## src/twg_map.svh

```systemverilog
`ifndef TWG_MAP_SVH
`define TWG_MAP_SVH
`define TWG_ZERO16 16'h0000
`define TWG_ONE16 16'h0001
`define TWG_ZERO8 8'h00
`define TWG_ONE8 8'h01
`define TWG_PSC_ZERO 10'h000
`define TWG_PSC_ONE 10'h001
`define TWG_CMD_NONE 2'h0
`define TWG_CMD_UPDATE 2'h1
`define TWG_CMD_RESTART 2'h2
`define TWG_CMD_RESET 2'h3
`define TWG_LO 7:0
`define TWG_HI 15:8
`define TWG_BYTE_W 8
`define TWG_PER_INIT 16'hffff
`define TWG_BV_PER 3
`define TWG_MASK_DIV1 10'h000
`define TWG_MASK_DIV2 10'h001
`define TWG_MASK_DIV4 10'h003
`define TWG_MASK_DIV8 10'h007
`define TWG_MASK_DIV16 10'h00f
`define TWG_MASK_DIV64 10'h03f
`define TWG_MASK_DIV256 10'h0ff
`define TWG_MASK_DIV1024 10'h3ff
`endif

```

## src/twg_pkg.sv

```systemverilog
package twg_pkg;
  typedef enum logic [2:0] {
    TWG_NORMAL = 3'h0,
    TWG_FRQ = 3'h1,
    TWG_SINGLE = 3'h3,
    TWG_DUAL = 3'h5
  } twg_mode_e;
  typedef enum logic [2:0] {
    TWG_DIV1 = 3'h0,
    TWG_DIV2 = 3'h1,
    TWG_DIV4 = 3'h2,
    TWG_DIV8 = 3'h3,
    TWG_DIV16 = 3'h4,
    TWG_DIV64 = 3'h5,
    TWG_DIV256 = 3'h6,
    TWG_DIV1024 = 3'h7
  } twg_psc_e;
endpackage

```

## src/twg_sixteen_bit_timer.sv

```systemverilog
`timescale 1ns/1ps
`default_nettype none
`include "twg_map.svh"
module twg_sixteen_bit_timer (
  // clock and reset
  input wire logic CLK,
  input wire logic RST,
  // control
  input wire logic ENABLE,
  input wire logic [2:0] PRESCALE_SELECT,
  input wire logic [2:0] WAVEFORM_KIND,
  input wire logic [2:0] CHANNEL_OUTPUT_ON,
  input wire logic COUNT_DOWN,
  input wire logic UPDATE_LOCK,
  input wire logic DUAL_BYTE_SPLIT,
  input wire logic [1:0] COMMAND,
  // values written by software
  input wire logic [15:0] PERIOD_BUFFER,
  input wire logic PERIOD_BUFFER_WRITE,
  input wire logic [47:0] CHANNEL_MATCH_BUFFER,
  input wire logic [2:0] CHANNEL_MATCH_WRITE,
  // port side
  input wire logic [5:0] PIN_OUTPUT_LATCH,
  input wire logic [5:0] PIN_INVERT,
  // outputs
  output logic [5:0] PIN_VALUE,
  output logic [5:0] WAVE_OUTPUT_N,
  output logic [15:0] COUNT_VALUE,
  output logic [15:0] PERIOD_VALUE,
  output logic [47:0] CHANNEL_MATCH_VALUE,
  output logic [3:0] BUFFER_VALID,
  output logic [2:0] MATCH_PULSE
);
  logic [15:0] cnt_r;
  logic [15:0] per_r;
  logic [15:0] cmp_r [0:2];
  logic [15:0] per_buf_r;
  logic [15:0] cmp_buf_r [0:2];
  logic [3:0] bv_r;
  logic [5:0] wo_r;
  logic [9:0] psc_r;
  logic dir_r;
  logic [2:0] match_r;
  logic [7:0] byte_nxt [0:1];

  logic tick;
  logic clear_all;
  logic restart;
  logic soft_reset;
  logic at_bottom;
  logic at_top;
  logic update_cond;
  logic do_update;
  logic [15:0] limit;
  logic wg_on;

  twg_pkg::twg_mode_e mode;

  assign mode = twg_pkg::twg_mode_e'(WAVEFORM_KIND);
  assign wg_on = (mode == twg_pkg::TWG_FRQ) || (mode == twg_pkg::TWG_SINGLE) || (mode == twg_pkg::TWG_DUAL);
  assign restart = (COMMAND == `TWG_CMD_RESTART);
  // reset is only honoured while stopped; a running timer ignores it
  assign soft_reset = (COMMAND == `TWG_CMD_RESET) && !ENABLE;
  // both commands clear the counter, the prescaler and the waveforms
  assign clear_all = restart || soft_reset;

  function automatic logic [9:0] div_mask(input logic [2:0] sel);
    case (twg_pkg::twg_psc_e'(sel))
      twg_pkg::TWG_DIV1: div_mask = `TWG_MASK_DIV1;
      twg_pkg::TWG_DIV2: div_mask = `TWG_MASK_DIV2;
      twg_pkg::TWG_DIV4: div_mask = `TWG_MASK_DIV4;
      twg_pkg::TWG_DIV8: div_mask = `TWG_MASK_DIV8;
      twg_pkg::TWG_DIV16: div_mask = `TWG_MASK_DIV16;
      twg_pkg::TWG_DIV64: div_mask = `TWG_MASK_DIV64;
      twg_pkg::TWG_DIV256: div_mask = `TWG_MASK_DIV256;
      default: div_mask = `TWG_MASK_DIV1024;
    endcase
  endfunction

  // compare hits, shared by the match pulse and every waveform mode
  function automatic logic hits(input logic [15:0] a, input logic [15:0] b);
    hits = (a == b);
  endfunction

  function automatic logic byte_hits(input logic [7:0] a, input logic [7:0] b);
    byte_hits = (a == b);
  endfunction

  // split halves: low at bottom, set on match; out-of-range values never set, so they stay low
  function automatic logic split_level(input logic cur, input logic [7:0] cnt, input logic [7:0] cmp);
    if (cnt == `TWG_ZERO8) begin
      split_level = 1'b0;
    end else if (byte_hits(cnt, cmp)) begin
      split_level = 1'b1;
    end else begin
      split_level = cur;
    end
  endfunction

  // a tick fires while ENABLE is high whenever the masked prescaler bits are all zero
  assign tick = ENABLE && ((psc_r & div_mask(PRESCALE_SELECT)) == `TWG_PSC_ZERO);

  always_ff @(posedge CLK or posedge RST) begin
    if (RST) begin
      psc_r <= `TWG_PSC_ZERO;
    end else if (!ENABLE || clear_all) begin
      psc_r <= `TWG_PSC_ZERO;
    end else begin
      psc_r <= psc_r + `TWG_PSC_ONE;
    end
  end

  assign limit = (mode == twg_pkg::TWG_FRQ) ? cmp_r[0] : per_r;
  assign at_bottom = (cnt_r == `TWG_ZERO16);
  assign at_top = (cnt_r == limit);
  // update lands at the end of a period, never in split mode: top in dual slope turnaround is skipped for symmetry
  always_comb begin
    update_cond = 1'b0;
    if (DUAL_BYTE_SPLIT) begin
      update_cond = 1'b0;
    end else if (mode == twg_pkg::TWG_DUAL) begin
      update_cond = at_bottom && dir_r;
    end else if (dir_r) begin
      update_cond = at_bottom;
    end else begin
      update_cond = at_top;
    end
  end
  assign do_update = (COMMAND == `TWG_CMD_UPDATE) || (tick && update_cond && !UPDATE_LOCK);

  // split mode: each byte counts down on its own and reloads its own period byte
  genvar b;
  generate
    for (b = 0; b < 2; b++) begin : g_byte
      always_comb begin
        if (cnt_r[`TWG_BYTE_W*b +: `TWG_BYTE_W] == `TWG_ZERO8) begin
          byte_nxt[b] = per_r[`TWG_BYTE_W*b +: `TWG_BYTE_W];
        end else begin
          byte_nxt[b] = cnt_r[`TWG_BYTE_W*b +: `TWG_BYTE_W] - `TWG_ONE8;
        end
      end
    end
  endgenerate

  // counter and direction
  always_ff @(posedge CLK or posedge RST) begin
    if (RST) begin
      cnt_r <= `TWG_ZERO16;
      dir_r <= 1'b0;
    end else if (clear_all) begin
      cnt_r <= `TWG_ZERO16;
      dir_r <= COUNT_DOWN;
    end else if (tick) begin
      if (DUAL_BYTE_SPLIT) begin
        cnt_r[`TWG_LO] <= byte_nxt[0];
        cnt_r[`TWG_HI] <= byte_nxt[1];
      end else if (mode == twg_pkg::TWG_DUAL) begin
        if (!dir_r) begin
          cnt_r <= at_top ? cnt_r - `TWG_ONE16 : cnt_r + `TWG_ONE16;
          dir_r <= at_top;
        end else begin
          cnt_r <= at_bottom ? cnt_r + `TWG_ONE16 : cnt_r - `TWG_ONE16;
          dir_r <= !at_bottom;
        end
      end else if (COUNT_DOWN) begin
        cnt_r <= at_bottom ? limit : cnt_r - `TWG_ONE16;
        dir_r <= 1'b1;
      end else begin
        cnt_r <= (cnt_r >= limit) ? `TWG_ZERO16 : cnt_r + `TWG_ONE16;
        dir_r <= 1'b0;
      end
    end else if (mode != twg_pkg::TWG_DUAL) begin
      dir_r <= COUNT_DOWN;
    end
  end

  // period buffer, written by software at any time
  always_ff @(posedge CLK or posedge RST) begin
    if (RST) begin
      per_buf_r <= `TWG_PER_INIT;
    end else if (soft_reset) begin
      per_buf_r <= `TWG_PER_INIT;
    end else if (PERIOD_BUFFER_WRITE) begin
      per_buf_r <= PERIOD_BUFFER;
    end
  end

  // active period, taken from the buffer only when it is marked valid
  always_ff @(posedge CLK or posedge RST) begin
    if (RST) begin
      per_r <= `TWG_PER_INIT;
    end else if (soft_reset) begin
      per_r <= `TWG_PER_INIT;
    end else if (do_update && bv_r[`TWG_BV_PER]) begin
      per_r <= per_buf_r;
    end
  end

  // valid flags: a new write in the update cycle keeps its flag, so the set wins
  always_ff @(posedge CLK or posedge RST) begin
    if (RST) begin
      bv_r <= 4'h0;
    end else if (soft_reset) begin
      bv_r <= 4'h0;
    end else begin
      bv_r[`TWG_BV_PER] <= PERIOD_BUFFER_WRITE || (bv_r[`TWG_BV_PER] && !do_update);
      for (int i = 0; i < 3; i++) begin
        bv_r[i] <= CHANNEL_MATCH_WRITE[i] || (bv_r[i] && !do_update);
      end
    end
  end

  genvar g;
  generate
    for (g = 0; g < 3; g++) begin : g_ch
      always_ff @(posedge CLK or posedge RST) begin
        if (RST) begin
          cmp_buf_r[g] <= `TWG_ZERO16;
          cmp_r[g] <= `TWG_ZERO16;
        end else if (soft_reset) begin
          cmp_buf_r[g] <= `TWG_ZERO16;
          cmp_r[g] <= `TWG_ZERO16;
        end else begin
          if (CHANNEL_MATCH_WRITE[g]) begin
            cmp_buf_r[g] <= CHANNEL_MATCH_BUFFER[16*g +: 16];
          end
          if (do_update && bv_r[g]) begin
            cmp_r[g] <= cmp_buf_r[g];
          end
        end
      end

      // match pulse, one clock after a tick with the count on the compare value
      always_ff @(posedge CLK or posedge RST) begin
        if (RST) begin
          match_r[g] <= 1'b0;
        end else if (clear_all) begin
          match_r[g] <= 1'b0;
        end else if (DUAL_BYTE_SPLIT) begin
          match_r[g] <= tick && byte_hits(cnt_r[`TWG_LO], cmp_r[g][`TWG_LO]);
        end else begin
          match_r[g] <= tick && hits(cnt_r, cmp_r[g]);
        end
      end

      // waveform per channel: bit g is normal/low byte, bit g+3 the high byte in split mode
      always_ff @(posedge CLK or posedge RST) begin
        if (RST) begin
          wo_r[g] <= 1'b0;
          wo_r[g+3] <= 1'b0;
        end else if (clear_all) begin
          wo_r[g] <= 1'b0;
          wo_r[g+3] <= 1'b0;
        end else begin
          if (tick) begin
            if (DUAL_BYTE_SPLIT) begin
              wo_r[g] <= split_level(wo_r[g], cnt_r[`TWG_LO], cmp_r[g][`TWG_LO]);
              wo_r[g+3] <= split_level(wo_r[g+3], cnt_r[`TWG_HI], cmp_r[g][`TWG_HI]);
            end else begin
              // high-byte waveforms fall idle outside split mode
              wo_r[g+3] <= 1'b0;
              case (mode)
                twg_pkg::TWG_FRQ: begin
                  // offset of channels 1, 2 follows from their own compare values on the shared count
                  if (hits(cnt_r, cmp_r[g])) begin
                    wo_r[g] <= !wo_r[g];
                  end
                end
                twg_pkg::TWG_SINGLE: begin
                  if (cmp_r[g] == `TWG_ZERO16) begin
                    wo_r[g] <= 1'b0;
                  end else if (hits(cnt_r, cmp_r[g])) begin
                    wo_r[g] <= 1'b0;
                  end else if (at_bottom) begin
                    wo_r[g] <= 1'b1;
                  end
                end
                twg_pkg::TWG_DUAL: begin
                  if (cmp_r[g] == `TWG_ZERO16) begin
                    wo_r[g] <= 1'b0;
                  end else if (cmp_r[g] >= per_r) begin
                    wo_r[g] <= 1'b1;
                  end else if (hits(cnt_r, cmp_r[g])) begin
                    wo_r[g] <= dir_r;
                  end else if (at_bottom) begin
                    wo_r[g] <= 1'b1;
                  end
                end
                default: begin
                  wo_r[g] <= wo_r[g];
                end
              endcase
            end
          end
        end
      end

      // pin override; direction setup stays with software
      always_comb begin
        PIN_VALUE[g] = PIN_OUTPUT_LATCH[g];
        PIN_VALUE[g+3] = PIN_OUTPUT_LATCH[g+3];
        if (CHANNEL_OUTPUT_ON[g] && wg_on) begin
          PIN_VALUE[g] = wo_r[g] ^ PIN_INVERT[g];
        end
        if (CHANNEL_OUTPUT_ON[g] && DUAL_BYTE_SPLIT) begin
          PIN_VALUE[g+3] = wo_r[g+3] ^ PIN_INVERT[g+3];
        end
      end

      assign CHANNEL_MATCH_VALUE[16*g +: 16] = cmp_r[g];
    end
  endgenerate

  assign WAVE_OUTPUT_N = wo_r;
  assign COUNT_VALUE = cnt_r;
  assign PERIOD_VALUE = per_r;
  assign BUFFER_VALID = bv_r;
  assign MATCH_PULSE = match_r;
endmodule
`default_nettype wire

```

## config.mk

```make
export PLATFORM = sky130hd
export DESIGN_NAME = twg_sixteen_bit_timer
export DESIGN_NICKNAME = d
export VERILOG_FILES = /design/src/twg_pkg.sv /design/src/twg_sixteen_bit_timer.sv
export VERILOG_INCLUDE_DIRS = /design/src /design/src/src
export SDC_FILE = /design/constraint.sdc
export NUM_CORES = 1
export LEC_CHECK = 0
export ABC_AREA = 1
export BUFFER_PORTS_ARGS = -buffer_cell sky130_fd_sc_hd__buf_2
export CORE_MARGIN = 5
export CORE_UTILIZATION = 58
export CTS_CLUSTER_SIZE = 10
export DETAILED_ROUTE_END_ITERATION = 7
export PLACE_DENSITY = 0.81
export SLEW_MARGIN = 10
export SYNTH_ARGS = -nofsm -noshare
export SYNTH_HDL_FRONTEND = slang
export SYNTH_SLANG_ARGS = --single-unit
```

## constraint.sdc

```tcl
create_clock -name CLK -period 7.4 [get_ports CLK]
set_input_delay 1.48 -clock CLK [delete_from_list [all_inputs] [get_ports CLK]]
set_output_delay 1.48 -clock CLK [all_outputs]
set_load 0.05 [all_outputs]
```

==> out/qor.yml <==
power_and_ir_drop:
  power.density_mw_per_mm2: 292
  netSwitchingFraction: 0.480
  intPower_mw: 2.02
  max-vdd-ir-drop_v: 0.000169
  power.sequential.fraction: 0.349
  share_comb_of_total_power: 0.417
  p_total_mw: 3.88
  clockPowerShare: 0.234
  p_switching_mw: 1.86
  leakage_nw: 7.35
global_route:
  antenna_found_initial: 1
  largest_net_degree_at_the_start_of_global_routing: 98
  global_route.usage.total: 0.324
  grt_overflow_total: 0
  number_of_global_route_vias_before_repair: 11400
  grt_first_pass_wirelength_mm: 60.3
cts:
  cts_post_setup_buffers_inserted: 0
  clkSlewWorstSetupHoldPaths_ps: 70
  post_cts_hold_buffer_count: 0
  cts_tree: "built"
  clock_tree.root_cell: "clkbuf_16"
  htree_levels: 4
  post_cts_resized: 0
  clock_path_buffers: 2
  clock-sinks: 168
  clk-insertion-delay-late_ps: 440
  cts_inserted_buffers: 17
sta:
  max_slew_margin: 0.352
  setup_repair_after_global_routing_missed_its_margin: "false"
  timing.clock.skew_ps: 10.6
  fmaxAchievable_ghz: 0.206
  hold_violations: 0
  timing.setup.tns_ps: 0
  finalCritPeriodShare: 0.657
  timing.final.setup_violations: 0
  slew_viol_final: 0
  finalWorstPathRequiredPeriod_ps: 4870
  worst_pin_slew_ps: 970
finish:
  fin_cells: 2085
  most-common-layout-cells: "nand2_1 (380), inv_1 (261), buf_2 (195)"
  areaGrowthSynthToFinish_pct: 13.9
  layout.cells.most_common: "nand2_1"
  finish.net_count: 1969
  post_route_cells_drive_above_1_share: 0.163
  fillers: 1806
  number_of_inserted_diodes: 0
floorplan:
  die_width_um: 152
  top_level_ports: 196
  initial_utilization: 0.583
  num_rows: 52
  die_h_um: 152
  placeableCoreArea_mm2: 0.0200
  die_area_mm2: 0.0231
worst_setup_path:
  critical_path_class: "input port to output pin"
  timing.critical_path.cells: "buf_2 > nor2_1 > nand2_1 > nand2_1 > inv_1 > nand2_1 > a21oi_1 > a31oi_1 > buf_2"
  crit_path_end_kind: "output pin"
  cp_data_arrival_time_ps: 3390
  critical_path.startpoint_type: "input port"
  max_stage_delay_ps: 400
  most_used_cell_cp: "nand2_1"
  setup.reg_to_reg.worst_slack_ps: 3830
  timing.reg2reg.worst_path_depth: 13
  timing.critical_path.fanout_max: 14
  r2r-start: "COUNT_VALUE[8]$_DFFE_PP0P_"
  crit_slowest_cell: "nand2_1"
  worst_r2r_endpoint: "COUNT_VALUE[2]$_DFFE_PP0P_"
  crit_required_ps: 5920
worst_hold_path:
  worstHoldPathCells: 2
  holdPathEnd: "PERIOD_VALUE[5]$_DFFE_PP1P_"
  min_from: "PERIOD_VALUE[5]$_DFFE_PP1P_"
  min_path_type: "flop to flop"
drt:
  routed_wire_length_per_instance_um: 18.1
  drt_first_iter_violations: 1069
  dr_total_vias: 11700
  routed_via_density: 5.63
  antenna_violating_nets_post_route: 0
  postRouteWirelength_mm: 37.8
  drc_errors: 0
  drt_first_pass_iters: 6
placement:
  gp_congestion: 0.974
  portBuffers: 195
  number_of_cells_in_the_design_after_placement: 2053
  dp_hpwl_mm: 27.7
yosys:
  post_synth_inst_count: 1649
  ys_types: 42
  synth-warning-count: 0
  average_cell_area_after_synthesis_um2: 7.09
  postSynthRegisterBits: 168
  syn-num-nets: 1816
  synth.yosys.seq_area_share: 0.363
  netlist_area_mm2: 0.0117
outcome:
  outcome: "finished clean"
flow_run:
  cap_violations: 0
[worst max-delay path by stage]
stage | from | endpoint
after floorplan | RST | BUFFER_VALID[0]$_DFF_PP0_
after global placement | WAVEFORM_KIND[0] | COUNT_VALUE[15]$_DFFE_PP0P_
final | WAVEFORM_KIND[1] | PIN_VALUE[2]
after detailed placement | WAVEFORM_KIND[1] | COUNT_VALUE[15]$_DFFE_PP0P_
after global routing | WAVEFORM_KIND[0] | PIN_VALUE[0]
after CTS | WAVEFORM_KIND[1] | PIN_VALUE[2]
[cell families after synthesis]
| kind of cell | count (synthesis) | synth area share |
|---|---|---|
| flip-flops | 168 | 0.363 |
| adder cells (fa/ha/maj) | 70 | 0.0749 |
| XOR/XNOR | 50 | 0.0375 |
| AND/OR/NAND/NOR | 741 | 0.276 |
| AO/OA/AOI/OAI | 290 | 0.136 |
| buffers and inverters | 330 | 0.113 |
[sequential cells by signal, summed over array words and instances, names as in the netlist]
signal	count
COUNT_VALUE	16
MATCH_PULSE	3
cmp_buf_r	48
dir_r	1
WAVE_OUTPUT_N	6
psc_r	10
BUFFER_VALID	4
PERIOD_VALUE	16
per_buf_r	16
CHANNEL_MATCH_VALUE	48
[synth_stat cells (all sizes together)]
| library cell | number | area [µm²] |
|---|---|---|
| buf | 33 | 204 |
| inv | 263 | 987 |
| a211oi | 1 | 7.51 |
| nand3 | 112 | 561 |
| a21oi | 92 | 472 |
| o21a | 2 | 15.0 |
| o22ai | 2 | 12.5 |
| xnor2 | 8 | 70.1 |
| a21o | 2 | 15.0 |
| nand2 | 400 | 1610 |
| nor2 | 180 | 733 |
| clkinv | 2 | 7.51 |
| dfstp | 32 | 841 |
| nor4 | 9 | 56.3 |
| nand4 | 17 | 121 |
| ha | 70 | 876 |
| and2 | 1 | 6.26 |
| xor2 | 42 | 368 |
| o21ai | 117 | 586 |
| o211ai | 6 | 45.0 |
| or2 | 2 | 12.5 |
| clkbuf | 32 | 120 |
| dfrtp | 136 | 3400 |
| nor3 | 12 | 60.1 |
| a31oi | 63 | 394 |
| o221ai | 3 | 26.3 |
| nor3b | 8 | 60.1 |
| a22oi | 2 | 15.0 |
[layer usage]
layer  GRT usage  vias to the layer above  share of wire
li1            -                     5616              -
met1       0.426                     5449           0.41
met2       0.509                      543           0.45
met3      0.0674                      132          0.082
met4       0.164                        2          0.051
met5           0                        -        0.00024
[stage by stage]
step | cell area (µm²) | utilization | worst slack, ps | hold WS [ps]
2_1_floorplan | 11700 | - | 1430 | 473
3_3_place_gp | 12700 | 0.635 | 2460 | 487
3_5_place_dp | 12700 | 0.635 | 2320 | 491
4_1_cts | 13300 | 0.664 | 2600 | 502
5_1_grt | 13300 | 0.664 | 2350 | 517
6_report | 13300 | 0.664 | 2530 | 500
[area by class of cell]
class / count / area (µm²) / share of cell area
multi-input combinational: 1151 / 6130 / 0.460
sequential: 168 / 4240 / 0.319
clock buffer: 18 / 439 / 0.0330
inverter: 265 / 1000 / 0.0753
timing repair buffer: 199 / 1010 / 0.0756
clock inverter: 14 / 155 / 0.0117
tap: 270 / 338 / 0.0254
[worst max-delay path, delay by kind of cell]
| kind | cells | cell delay, ps |
|---|---|---|
| AOI/OAI and AO/OA | 2 | 260 |
| buffers and inverters | 3 | 550 |
| and+or+nand+nor | 4 | 1090 |
[power by group through the flow]
stage | sequential [mW] | combinational (mW) | clock (mW)
after global placement | 1.35 | 1.57 | 0
after global routing | 1.36 | 1.80 | 0.954
final | 1.35 | 1.62 | 0.909
after detailed placement | 1.36 | 1.60 | 0
after floorplan | 1.54 | 0.952 | 0
after CTS | 1.34 | 1.61 | 0.911
Note: power is estimated with default switching activity, not from simulation.
